`config.mk`:
```
export PLATFORM = sky130hd
export DESIGN_NAME = cio_bank
export DESIGN_NICKNAME = d
export VERILOG_FILES = /design/src/design/cio_pkg.sv /design/src/design/cio_bank.sv /design/src/design/cio_sync.sv
export SDC_FILE = /design/constraint.sdc
export NUM_CORES = 1
export LEC_CHECK = 0
export BUFFER_PORTS_ARGS = -buffer_cell sky130_fd_sc_hd__buf_2
export CAP_MARGIN = 10
export CORE_MARGIN = 2
export CORE_UTILIZATION = 49
export DETAILED_ROUTE_END_ITERATION = 12
export PLACE_DENSITY_LB_ADDON = 0.25
export SETUP_SLACK_MARGIN = 0.4
export SYNTH_ARGS = -nofsm -noshare
export SYNTH_HDL_FRONTEND = slang
export SYNTH_SLANG_ARGS = --single-unit
```
`constraint.sdc`:
```
create_clock -name ref_clk -period 2.1 [get_ports ref_clk]
set_input_delay 0.21 -clock ref_clk [delete_from_list [all_inputs] [get_ports ref_clk]]
set_output_delay 0.21 -clock ref_clk [all_outputs]
set_load 0.01 [all_outputs]
```
`src/design/cio_pkg.sv`:
```
// Constants for the indirectly addressed output configuration bank.
package cio_pkg;

  // ****************************************************************
  // Direct map locations of the indirect port pair
  // ****************************************************************
  localparam logic [7:0] CIO_ADDR_INDIRECT = 8'h6C;
  localparam logic [7:0] CIO_ADDR_DATA = 8'h6D;

  // ****************************************************************
  // Indirect bank offsets
  // ****************************************************************
  localparam logic [7:0] CIO_IDX_RAW_PLACE = 8'h09;
  localparam logic [7:0] CIO_IDX_PORT0 = 8'h13;
  localparam logic [7:0] CIO_IDX_PORT1 = 8'h14;
  localparam logic [7:0] CIO_IDX_LINK_ROUTE = 8'h16;
  localparam logic [7:0] CIO_IDX_VC_SELECT = 8'h2E;

  // ****************************************************************
  // Field positions
  // ****************************************************************
  localparam int CIO_RAW_HIGH_BIT = 4;
  localparam int CIO_REG_CTRL_BIT = 7;
  localparam int CIO_EN_MSB = 5;
  localparam int CIO_EN_LSB = 0;
  localparam int CIO_ROUTE_PIN3_BIT = 2;
  localparam int CIO_ROUTE_PIN0_BIT = 1;
  localparam int CIO_LINK_STATUS_BIT = 0;
  localparam int CIO_VC_MSB = 7;
  localparam int CIO_VC_LSB = 6;

  // ****************************************************************
  // Field codes
  // ****************************************************************
  localparam logic [5:0] CIO_EN_ON = 6'h3F;
  localparam logic [5:0] CIO_EN_OFF = 6'h00;

  // ****************************************************************
  // Reset values and writable-bit masks
  // ****************************************************************
  localparam logic [7:0] CIO_RST_INDIRECT = 8'h00;
  localparam logic [7:0] CIO_RST_RAW_PLACE = 8'h00;
  localparam logic [7:0] CIO_RST_PORT0 = 8'h3F;
  localparam logic [7:0] CIO_RST_PORT1 = 8'h00;
  localparam logic [7:0] CIO_RST_LINK_ROUTE = 8'h02;
  localparam logic [7:0] CIO_RST_VC_SELECT = 8'h00;
  localparam logic [7:0] CIO_WMASK_RAW_PLACE = 8'h10;
  localparam logic [7:0] CIO_WMASK_PORT = 8'hBF;
  localparam logic [7:0] CIO_WMASK_LINK_ROUTE = 8'h06;
  localparam logic [7:0] CIO_WMASK_VC_SELECT = 8'hC0;

  // ****************************************************************
  // Timing
  // ****************************************************************
  localparam int CIO_SYNC_STAGES = 2;

endpackage : cio_pkg

```
`src/design/cio_bank.sv`:
```
// Indirectly addressed output configuration bank with its address/data port pair.
`timescale 1ns/1ns
module cio_bank
  import cio_pkg::*;
#(
  parameter int RAW_W = 12,
  parameter int BUS_W = 24
) (
  input wire logic ref_clk,
  input wire logic rst,
  input wire logic [7:0] reg_addr,
  input wire logic reg_wr,
  input wire logic reg_rd,
  input wire logic [7:0] reg_wdata,
  output logic [7:0] reg_rdata,
  output logic reg_rvalid,
  output logic reg_hit,
  input wire logic link_good,
  input wire logic [RAW_W-1:0] raw_pixel,
  output logic [BUS_W-1:0] colour_bus,
  output logic port0_reg_control,
  output logic [5:0] port0_enable_field,
  output logic port0_enabled,
  output logic port1_reg_control,
  output logic [5:0] port1_enable_field,
  output logic port1_enabled,
  output logic general_pin_zero_out,
  output logic general_pin_zero_oe_n,
  output logic general_pin_three_out,
  output logic general_pin_three_oe_n,
  output logic [1:0] virtual_channel
);

  // ****************************************************************
  // State
  // ****************************************************************
  logic [7:0] indirect_address_port_reg;
  logic [7:0] raw_bus_placement_reg;
  logic [7:0] output_port0_enable_reg;
  logic [7:0] output_port1_enable_reg;
  logic [7:0] link_good_routing_reg;
  logic [7:0] virtual_channel_select_reg;
  logic [7:0] rdata_reg;
  logic rvalid_reg;
  logic [BUS_W-1:0] colour_bus_reg;
  logic pin_zero_reg;
  logic pin_three_reg;
  logic link_good_sync;

  // ****************************************************************
  // Link-good synchroniser
  // ****************************************************************
  // The indication comes from the link receiver, which is not on ref_clk.
  cio_sync #(
    .WIDTH(1),
    .STAGES(CIO_SYNC_STAGES)
  ) u_link_sync (
    .ref_clk(ref_clk),
    .rst(rst),
    .async_in(link_good),
    .sync_out(link_good_sync)
  );

  // ****************************************************************
  // Direct port decode
  // ****************************************************************
  wire sel_indirect = (reg_addr == CIO_ADDR_INDIRECT);
  wire sel_data = (reg_addr == CIO_ADDR_DATA);
  wire wr_indirect = reg_wr && sel_indirect;
  wire wr_data = reg_wr && sel_data;

  // ****************************************************************
  // Indirect offset decode
  // ****************************************************************
  wire [7:0] idx = indirect_address_port_reg;
  wire hit_raw = (idx == CIO_IDX_RAW_PLACE);
  wire hit_port0 = (idx == CIO_IDX_PORT0);
  wire hit_port1 = (idx == CIO_IDX_PORT1);
  wire hit_route = (idx == CIO_IDX_LINK_ROUTE);
  wire hit_vc = (idx == CIO_IDX_VC_SELECT);

  // ****************************************************************
  // Masked write values
  // ****************************************************************
  // Reserved bits are forced to their reset values on every write, so the
  // stored byte can be returned verbatim on a read, save the live status bit.
  wire [7:0] raw_wval = (reg_wdata & CIO_WMASK_RAW_PLACE) | (CIO_RST_RAW_PLACE & ~CIO_WMASK_RAW_PLACE);
  wire [7:0] port0_wval = (reg_wdata & CIO_WMASK_PORT) | (CIO_RST_PORT0 & ~CIO_WMASK_PORT);
  wire [7:0] port1_wval = (reg_wdata & CIO_WMASK_PORT) | (CIO_RST_PORT1 & ~CIO_WMASK_PORT);
  wire [7:0] route_wval = (reg_wdata & CIO_WMASK_LINK_ROUTE) | (CIO_RST_LINK_ROUTE & ~CIO_WMASK_LINK_ROUTE);
  wire [7:0] vc_wval = (reg_wdata & CIO_WMASK_VC_SELECT) | (CIO_RST_VC_SELECT & ~CIO_WMASK_VC_SELECT);

  // ****************************************************************
  // Read selection
  // ****************************************************************
  // The status bit is live: it always shows the synchronised indication.
  wire [7:0] route_rval = {link_good_routing_reg[7:1], link_good_sync};
  wire [7:0] bank_rval = hit_raw ? raw_bus_placement_reg :
                         hit_port0 ? output_port0_enable_reg :
                         hit_port1 ? output_port1_enable_reg :
                         hit_route ? route_rval :
                         hit_vc ? virtual_channel_select_reg :
                         8'h00;
  wire [7:0] rdata_next = sel_indirect ? indirect_address_port_reg :
                          sel_data ? bank_rval : 8'h00;

  // ****************************************************************
  // Colour bus placement
  // ****************************************************************
  wire [BUS_W-RAW_W-1:0] pad = '0;
  wire [BUS_W-1:0] colour_next = raw_bus_placement_reg[CIO_RAW_HIGH_BIT] ? {raw_pixel, pad} :
                                 {pad, raw_pixel};

  // ****************************************************************
  // Register updates
  // ****************************************************************
  always_ff @(posedge ref_clk) begin
    if (rst) begin
      indirect_address_port_reg <= CIO_RST_INDIRECT;
    end else if (wr_indirect) begin
      indirect_address_port_reg <= reg_wdata;
    end
  end

  always_ff @(posedge ref_clk) begin
    if (rst) begin
      raw_bus_placement_reg <= CIO_RST_RAW_PLACE;
      output_port0_enable_reg <= CIO_RST_PORT0;
      output_port1_enable_reg <= CIO_RST_PORT1;
      link_good_routing_reg <= CIO_RST_LINK_ROUTE;
      virtual_channel_select_reg <= CIO_RST_VC_SELECT;
    end else if (wr_data) begin
      if (hit_raw) begin
        raw_bus_placement_reg <= raw_wval;
      end
      if (hit_port0) begin
        output_port0_enable_reg <= port0_wval;
      end
      if (hit_port1) begin
        output_port1_enable_reg <= port1_wval;
      end
      if (hit_route) begin
        link_good_routing_reg <= route_wval;
      end
      if (hit_vc) begin
        virtual_channel_select_reg <= vc_wval;
      end
    end
  end

  always_ff @(posedge ref_clk) begin
    if (rst) begin
      rdata_reg <= 8'h00;
      rvalid_reg <= 1'b0;
    end else begin
      rdata_reg <= reg_rd ? rdata_next : rdata_reg;
      rvalid_reg <= reg_rd;
    end
  end

  always_ff @(posedge ref_clk) begin
    if (rst) begin
      colour_bus_reg <= '0;
      pin_zero_reg <= 1'b0;
      pin_three_reg <= 1'b0;
    end else begin
      colour_bus_reg <= colour_next;
      pin_zero_reg <= link_good_sync;
      pin_three_reg <= link_good_sync;
    end
  end

  // ****************************************************************
  // Outputs
  // ****************************************************************
  assign reg_rdata = rdata_reg;
  assign reg_rvalid = rvalid_reg;
  assign reg_hit = sel_indirect || sel_data;
  assign colour_bus = colour_bus_reg;
  assign port0_reg_control = output_port0_enable_reg[CIO_REG_CTRL_BIT];
  assign port0_enable_field = output_port0_enable_reg[CIO_EN_MSB:CIO_EN_LSB];
  assign port0_enabled = (port0_enable_field == CIO_EN_ON);
  assign port1_reg_control = output_port1_enable_reg[CIO_REG_CTRL_BIT];
  assign port1_enable_field = output_port1_enable_reg[CIO_EN_MSB:CIO_EN_LSB];
  assign port1_enabled = (port1_enable_field == CIO_EN_ON);
  // A pin that is not routed is released so its other function can use it.
  assign general_pin_zero_out = pin_zero_reg;
  assign general_pin_zero_oe_n = ~link_good_routing_reg[CIO_ROUTE_PIN0_BIT];
  assign general_pin_three_out = pin_three_reg;
  assign general_pin_three_oe_n = ~link_good_routing_reg[CIO_ROUTE_PIN3_BIT];
  assign virtual_channel = virtual_channel_select_reg[CIO_VC_MSB:CIO_VC_LSB];

  // ****************************************************************
  // Checks
  // ****************************************************************
  chk_raw_low_place: assert property (
    @(posedge ref_clk) disable iff (rst)
    !raw_bus_placement_reg[CIO_RAW_HIGH_BIT] |=>
      colour_bus == {{(BUS_W-RAW_W){1'b0}}, $past(raw_pixel)})
    else $error("raw pixels not on low colour bits");

  chk_raw_high_place: assert property (
    @(posedge ref_clk) disable iff (rst)
    raw_bus_placement_reg[CIO_RAW_HIGH_BIT] |=>
      colour_bus == {$past(raw_pixel), {(BUS_W-RAW_W){1'b0}}})
    else $error("raw pixels not on high colour bits");

  chk_reg_ctrl_write: assert property (
    @(posedge ref_clk) disable iff (rst)
    wr_data && hit_port0 |=> port0_reg_control == $past(reg_wdata[CIO_REG_CTRL_BIT])
      && output_port0_enable_reg[6] == 1'b0)
    else $error("port 0 register control not written or reserved bit changed");

  chk_port0_reset: assert property (
    @(posedge ref_clk)
    rst |=> port0_enabled && port0_enable_field == 6'h3F && !port0_reg_control)
    else $error("port 0 not enabled after reset");

  chk_port1_reset: assert property (
    @(posedge ref_clk)
    rst |=> !port1_enabled && port1_enable_field == CIO_EN_OFF && !port1_reg_control)
    else $error("port 1 not disabled after reset");

  chk_pin_three_route: assert property (
    @(posedge ref_clk) disable iff (rst)
    link_good_routing_reg[CIO_ROUTE_PIN3_BIT] && !(wr_data && hit_route) |=>
      !general_pin_three_oe_n && general_pin_three_out == $past(link_good_sync))
    else $error("pin three does not carry link good");

  chk_pin_zero_default: assert property (
    @(posedge ref_clk)
    rst |=> !general_pin_zero_oe_n && general_pin_three_oe_n)
    else $error("pin zero routing not default after reset");

  chk_status_read: assert property (
    @(posedge ref_clk) disable iff (rst)
    reg_rd && sel_data && hit_route |=> reg_rvalid && reg_rdata[0] == $past(link_good_sync))
    else $error("status bit does not show link good");

  chk_vc_select: assert property (
    @(posedge ref_clk) disable iff (rst)
    wr_data && hit_vc ##1 !(wr_data && hit_vc) [*2] |->
      virtual_channel == $past(reg_wdata[CIO_VC_MSB:CIO_VC_LSB], 2))
    else $error("virtual channel does not follow written value");

  chk_indirect_order: assert property (
    @(posedge ref_clk) disable iff (rst)
    reg_rd && sel_data && indirect_address_port_reg == CIO_IDX_PORT0 |=>
      reg_rdata == $past(output_port0_enable_reg))
    else $error("data port does not select the written offset");

  chk_unlisted_zero: assert property (
    @(posedge ref_clk) disable iff (rst)
    reg_rd && sel_data && !(hit_raw || hit_port0 || hit_port1 || hit_route || hit_vc) |=> reg_rdata == 8'h00)
    else $error("unlisted offset reads non-zero");

  chk_reserved_bits: assert property (
    @(posedge ref_clk) disable iff (rst)
    1'b1 |-> raw_bus_placement_reg[3:0] == 4'h0 && raw_bus_placement_reg[7:5] == 3'h0
      && link_good_routing_reg[7:3] == 5'h00 && virtual_channel_select_reg[5:0] == 6'h00)
    else $error("reserved bits changed");

  chk_pin_zero_route: assert property (
    @(posedge ref_clk) disable iff (rst)
    link_good_routing_reg[CIO_ROUTE_PIN0_BIT] && !(wr_data && hit_route) |=>
      !general_pin_zero_oe_n && general_pin_zero_out == $past(link_good_sync))
    else $error("pin zero does not carry link good");

  chk_pin_three_release: assert property (
    @(posedge ref_clk) disable iff (rst)
    !link_good_routing_reg[CIO_ROUTE_PIN3_BIT] && !(wr_data && hit_route) |=>
      general_pin_three_oe_n)
    else $error("pin three driven while not routed");

  chk_port1_ctrl_write: assert property (
    @(posedge ref_clk) disable iff (rst)
    wr_data && hit_port1 |=> port1_reg_control == $past(reg_wdata[CIO_REG_CTRL_BIT])
      && output_port1_enable_reg[6] == 1'b0)
    else $error("port 1 register control not written or reserved bit changed");

  chk_port0_field_write: assert property (
    @(posedge ref_clk) disable iff (rst)
    wr_data && hit_port0 |=>
      port0_enable_field == $past(reg_wdata[CIO_EN_MSB:CIO_EN_LSB]))
    else $error("port 0 enable field not written");

  chk_port1_field_write: assert property (
    @(posedge ref_clk) disable iff (rst)
    wr_data && hit_port1 |=>
      port1_enable_field == $past(reg_wdata[CIO_EN_MSB:CIO_EN_LSB]))
    else $error("port 1 enable field not written");

  chk_read_valid_pulse: assert property (
    @(posedge ref_clk) disable iff (rst)
    1'b1 |=> reg_rvalid == $past(reg_rd))
    else $error("read valid does not follow the read strobe");

endmodule : cio_bank

```
`src/design/cio_sync.sv`:
```
// Multi-stage level synchroniser for inputs from outside the clock domain.
`timescale 1ns/1ns
module cio_sync #(
  parameter int WIDTH = 1,
  parameter int STAGES = 2
) (
  input wire logic ref_clk,
  input wire logic rst,
  input wire logic [WIDTH-1:0] async_in,
  output logic [WIDTH-1:0] sync_out
);

  // ****************************************************************
  // Flop chain
  // ****************************************************************
  // Only the last stage is visible outside, so no logic ever looks at a
  // possibly metastable first stage.
  logic [WIDTH-1:0] chain_reg [STAGES];

  always_ff @(posedge ref_clk) begin
    if (rst) begin
      for (int i = 0; i < STAGES; i++) begin
        chain_reg[i] <= '0;
      end
    end else begin
      chain_reg[0] <= async_in;
      for (int i = 1; i < STAGES; i++) begin
        chain_reg[i] <= chain_reg[i-1];
      end
    end
  end

  assign sync_out = chain_reg[STAGES-1];

endmodule : cio_sync
```
## Word level (Yosys, flattened, before mapping)

Memories as Yosys holds them, arrays and structs flattened.
Cells that the tools add are included.

- Flip-flop bits (word level): 61
- Memory bits (writable): 2
- Memories: 1

- Eq/ne operators: 9
- Multiplexer cells: 12
- Bitwise operators: 5
- Reductions and logical operators: 10

Memories:

| memory | words | width | rd ports | clocked after memory_dff | wr ports | line | source |
|---|---|---|---|---|---|---|---|
| u_link_sync.chain_reg | 2 | 1 | 2 | 0 | 2 | cio_sync.sv:18 | `logic [WIDTH-1:0] chain_reg [STAGES];` |

Operator list:

| cell | count |
|---|---|
| 8-bit two-way mux | 7 |
| 8-bit by 5-bit equality test with 1-bit output, second input constant | 3 |
| 8-bit by 7-bit equality test with 1-bit output, second input constant | 2 |
| 6-bit equality test, second input constant | 2 |
| 2-bit AND reduction | 5 |
| 8-bit by 4-bit equality test with 1-bit output, second input constant | 1 |
| 8-bit by 6-bit equality test with 1-bit output, second input constant | 1 |
| 1-bit two-way mux | 5 |
| 2-bit OR reduction | 2 |
| 1-bit NOT | 3 |
| 1-bit logical AND | 2 |
| 1-bit bitwise OR | 2 |
| 1-bit logical OR | 1 |

## Logic depth before layout (Yosys ltp)

- Depth in word-level cells: 8
- Gate-level depth with buffers: 7

## Modules after synthesis

A second synthesis with hierarchy kept.

- Cells, all modules: 280
- Area, all modules: 2577.5 µm²

Modules (own cells, without submodules):

| module | times used | cells an instance | area each (µm²) | seq. area each (µm²) |
|---|---|---|---|---|
| cio_bank | 1 | 276 | 2524.9 | 1221.2 |
| cio_sync | 1 | 4 | 52.6 | 40.0 |

## Worst setup path after synthesis

Ideal clock, no wire load.

- Path type: reg2reg
- From: reg indirect_address_port_reg[7], in the netlist idx[7]
- To: reg output_port0_enable_reg[5]
- Arrival: 1373 ps
- Slack: 607 ps
- Cell stages (with the launch flop): 5
- Buffers on the path: 1
- Clock period less this slack: 1493 ps
- Cells stage by stage: dfxtp_1 nor4_4 nand3_2 buf_6 a211o_1

- Word-level cells in the longest chain between the ends: 2

RTL lines:

| element | line | source |
|---|---|---|
| from (decl) | cio_bank.sv:37 | `logic [7:0] indirect_address_port_reg;` |
| from (signal assigned) | cio_bank.sv:121 | `indirect_address_port_reg <= reg_wdata;` |
| 8-bit by 5-bit equality test with 1-bit output | cio_bank.sv:77 | `wire hit_port0 = (idx == CIO_IDX_PORT0);` |
| 2-bit AND reduction (no line) | n/a |  |
| to (signal assigned) | cio_bank.sv:137 | `output_port0_enable_reg <= port0_wval;` |
| to (decl) | cio_bank.sv:39 | `logic [7:0] output_port0_enable_reg;` |

No other way between the ends.
A chain may end at the register's enable or synchronous reset.

## Final worst setup path

- From: reg indirect_address_port_reg[0], in the netlist idx[0]
- To: reg rdata_reg[4], in the netlist reg_rdata[4]

- Word-level cells in the longest chain between the ends: 7
- Elaborated cells between the ends (all ways): 10
- Classes of those cells: eq/ne (4); mux (6)

RTL lines:

| element | line | source |
|---|---|---|
| 8-bit by 5-bit equality test with 1-bit output | cio_bank.sv:79 | `wire hit_route = (idx == CIO_IDX_LINK_ROUTE);` |
| 8-bit two-way mux | cio_bank.sv:101 | `hit_route ? route_rval :` |
| 8-bit two-way mux | cio_bank.sv:100 | `hit_port1 ? output_port1_enable_reg :` |
| 8-bit two-way mux | cio_bank.sv:99 | `hit_port0 ? output_port0_enable_reg :` |
| 8-bit two-way mux (*) | cio_bank.sv:98 | `wire [7:0] bank_rval = hit_raw ? raw_bus_placement_reg :` |
| 8-bit two-way mux (*) | cio_bank.sv:105 | `sel_data ? bank_rval : 8'h00;` |
| 8-bit two-way mux (*) | cio_bank.sv:104 | `wire [7:0] rdata_next = sel_indirect ? indirect_address_port_reg :` |
| to (signal assigned) | cio_bank.sv:156 | `rdata_reg <= reg_rd ? rdata_next : rdata_reg;` |
| to (decl) | cio_bank.sv:43 | `logic [7:0] rdata_reg;` |

Mark *: on every way between the ends. The rest lies on a longest branch, timed or not.

==> results <==
- After Yosys synthesis, full adders, half adders and majority gates account for 0% of the synthesized area.
- The highest attainable clock frequency is 622 MHz.
- On the critical path, the stage with the largest delay is an instance of sky130_fd_sc_hd__dfxtp_1.
- The number of pins exceeding their max-slew limit in the final report is 0.
- The area inside the core boundary is 4820 sq um.
- The synthesized-area fraction occupied by and/or/nand/nor cells is 25.7%.
- In this run the biggest area consumer among cell types represents 50.8% of the synthesized area.
- The via count of the first global-routing pass is 1,795.
- The worst setup path is captured at a flip-flop.
- The H-tree was split into 3 levels.
- The commonest register cell after synthesis is sky130_fd_sc_hd__dfxtp_1.
- In this run, the number of DRC markers left after iteration 0 of detailed routing was 82.
- TritonCTS built the clock tree.
- The worst pin sits at a relative slew slack of 57.1%.
- The analysis attributes to cell leakage a power of 1.49 nW.
- The total DRC errors in the routed layout is 0.
- The run finished with clean final reports.
- Sorting the synthesized cells by area gives the leading types as sky130_fd_sc_hd__dfxtp_1, sky130_fd_sc_hd__mux2i_1, sky130_fd_sc_hd__and2_1.
- The detail route stage leaves a number of antenna-violating nets equal to 0.
- The clock period could shrink to 1.61 ns.
- Yosys printed 0 warnings.
- The tree is rooted in a sky130_fd_sc_hd__clkbuf_8.
- The die covers about 5700 sq um.
- The floorplan row count is 25.
- The internal reg-to-reg setup slack is 0.49 ns.
- The worst IR drop on VDD is between 0.0004 and 0.0005 V.
- Wires add up to ~5600 microns.
- The clock-pin transition on the worst setup and hold timing paths is 0.08 ns.
- The largest single stage delay on the critical path is 0.38 ns.
- The number of top-level design ports is 89.
- The clock skew after layout is about 0.007 ns.
- In the final layout, the multi-input gates occupy 1120 sq um.
- The library cell used most frequently in the layout, excluding fill and tap cells, is sky130_fd_sc_hd__buf_2.
- Walking the worst path, the cells encountered are and3b_1, buf_4, a22o_1, a221oi_1, o32ai_1.
- Across all hold checks on the routed design, the worst slack comes to 0.0753 ns.
- The number of flops mapped to enable cells by yosys is 0.
- In the final timing run, aggregate negative setup slack is 0 ns.
- In the final layout, the share of cells above drive strength 1 is 37.8%.
- Detailed placement finished with a half-perimeter wire length of ~4000 microns.
- The number of instances on the worst hold path is 2.
- The clock passes through at most 2 buffers.
- In this run the critical register-to-register path is launched from idx[0].
- The number of maximum-capacitance constraint violations is 0.
- The number of hold buffers added after CTS was 0.
- The number of nets at the end of the flow is between 300 and 400.
- The clock net in this run drives a total of 63 sinks.
- Synthesis handed over a netlist of 250 instances.
- The worst setup path is launched from a flip-flop.
- The die is 75.2 microns tall.
- The first global-routing pass estimated 8660 microns of wire.
- For this configuration, the core starts out at a cell density of 51.6%.
- For the pin with the worst max-slew slack, the measured transition is 0.642 ns.
- Synthesis inferred 63 register bits.
- At the worst endpoint, the required time is 2.30 ns.
- The pin count of the biggest net entering global routing is 27.
- Counting distinct cell types in the post-synthesis netlist gives 39.
- The length of the first detailed-routing pass in iterations is 4.
- For hold timing, the worst endpoint is colour_bus[15].
- The mean number of vias per cell is 4.91.
- The kind of path behind the tightest hold check is input pin to flip-flop.
- The biggest fanout along the worst timing path is 7.
- The synthesized netlist devotes 0% of its cell area to XOR and XNOR gates.
- In this run the mean area of a mapped cell was between 9 and 10 sq um.
- The mux contribution to synthesized area is 8.06%.
- The count of antenna diodes in the layout is 0.
- The post-synthesis to final-layout area growth is 29.0%.
- Setup repair after global routing left no endpoint under its margin.
- The launch instance of the worst min-delay path is raw_pixel[3].
- The number of hold-slack violations in the final timing report came to 0.
- Counting the buffers created by CTS gives 9.
- The initial antenna violation count is 0.
- The share of flip-flops with an asynchronous set or reset after synthesis is 0%.
- In this run the tool buffered the top-level ports with 88 buffer cells.
- The total power density per cell area is ~750 nW/um^2.
- The type of the setup path with the least slack is flip-flop to flip-flop.
- After filler insertion, the fill cell instance count of the layout stands at 443.
- The post-synthesis instance area is 2480 sq um.
- The final weighted congestion of routability-driven global placement is roughly 0.8.
- Of the synthesized area, sequential elements account for 50.8%.
- The library cells used most frequently in the layout, excluding fill and tap cells, are sky130_fd_sc_hd__buf_2, sky130_fd_sc_hd__dfxtp_1, sky130_fd_sc_hd__nor2_1.
- In the finished design, the share of the clock period the worst path needs comes to 76.6%.
- The number of setup violations in the final report is 0.
- The number of nets handed over by synthesis was roughly 280.
- The area fraction in compound gates after synthesis is between 10% and 20%.
- The die width is between 70 and 80 microns.
- The arrival time at the worst endpoint is 1.81 ns.
- The destination of the worst register-to-register timing path is reg_rdata[4].
- The detailed router placed 2,031 vias in this run.
- The sequential cell area is 1270 sq um.
- The all-layer global routing usage is 20.4%.
- The final routed wire length divided by cell count is 13.5 microns.
- The global route total overflow is 0.
- For the worst flop-to-flop path, the logic depth is 5.
- The top cell type by total area after synthesis is sky130_fd_sc_hd__dfxtp_1.
- The combinational family with the most area after synthesis is simple AND/OR/NAND/NOR gates.
- The insertion delay to the later sink of the worst-skew pair is 0.34 ns.
- The number of flip-flops under the largest register name is 24.
-- synthesized netlist by cell type (2+ instances only) --
library cell               number
sky130_fd_sc_hd__inv_1         10
sky130_fd_sc_hd__clkbuf_1       7
sky130_fd_sc_hd__nand3_2        2
sky130_fd_sc_hd__nand3_1        4
sky130_fd_sc_hd__and2_1        26
sky130_fd_sc_hd__o21ai_0        3
sky130_fd_sc_hd__buf_4          3
sky130_fd_sc_hd__a22o_1         4
sky130_fd_sc_hd__mux2i_1       20
sky130_fd_sc_hd__dfxtp_1       63
sky130_fd_sc_hd__nand4_1        3
sky130_fd_sc_hd__nand2_1       23
sky130_fd_sc_hd__a211o_1        7
sky130_fd_sc_hd__nor2_1        36
sky130_fd_sc_hd__a21oi_1        3
sky130_fd_sc_hd__nor2b_1        6
sky130_fd_sc_hd__a311oi_2       6
sky130_fd_sc_hd__buf_2          2
sky130_fd_sc_hd__and3b_1        2
-- layout make-up --
class / count / area share, %
flip-flops and latches: 63 / 39.6
clock buffers: 9 / 3.87
multi-input cells: 163 / 34.8
inverters: 10 / 1.17
repair buffers: 95 / 15.4
well taps: 67 / 2.62
clock inverters: 7 / 2.50
-- metrics by stage --
step	cells	utilization [%]	total power [mW]	cell area (sq um)	setup WS, ns
CTS	413	66.1	2.43	3180	0.433
global route	414	66.5	2.51	3200	0.409
detailed placement	394	61.4	1.37	2960	0.308
floorplan	250	-	1.31	2480	0.607
global placement	394	61.4	1.37	2960	0.354
finish	414	66.5	2.40	3200	0.491
-- worst max-delay path, delay by kind of cell, from the launching register on --
kind	cells	cell delay [ns]
buffers and inverters	1	0.18
AOI/OAI and AO/OA	3	0.62
and+or+nand+nor	1	0.29
DFF	1	0.38
-- what timing repair did --
item                       4_1_cts  5_1_grt
gates cloned                     0        0
setup endpoints to repair       14       20
resized for setup                0        6
buffers inserted                 3        1
pin swaps                        1        3
-- how the worst max path moves through the flow --
stage	start	endpoint	slack, ns	depth (start not counted)
global placement	reg_addr[7]	output_port0_enable_reg[0]	0.35	5
global route	idx[0]	reg_rdata[4]	0.41	5
detailed placement	reg_addr[7]	output_port0_enable_reg[1]	0.31	5
CTS	idx[1]	output_port0_enable_reg[1]	0.43	3
floorplan	idx[7]	output_port0_enable_reg[5]	0.61	4
finish	idx[0]	reg_rdata[4]	0.49	5
-- kinds of logic (layout without fill, tap and decap cells) --
group | after synthesis | after routing
simple gates | 114 | 114
mux | 20 | 20
compound gates | 29 | 29
buf+inv | 24 | 121
flops | 63 | 63
-- power by group --
group	internal (mW)	switching (mW)
Combinational	0.0553	0.0674
Clock	0.559	0.501
Sequential	1.21	0.00673
-- routing by layer --
metal,routed length [microns],track usage (%),vias to the layer above
li1,-,-,1030
met1,2610,27.3,920
met2,2530,30.7,73
met3,380,5.35,8
met4,82,9.75,0
met5,0,0,-
Note: power is estimated with default switching activity, not from simulation.
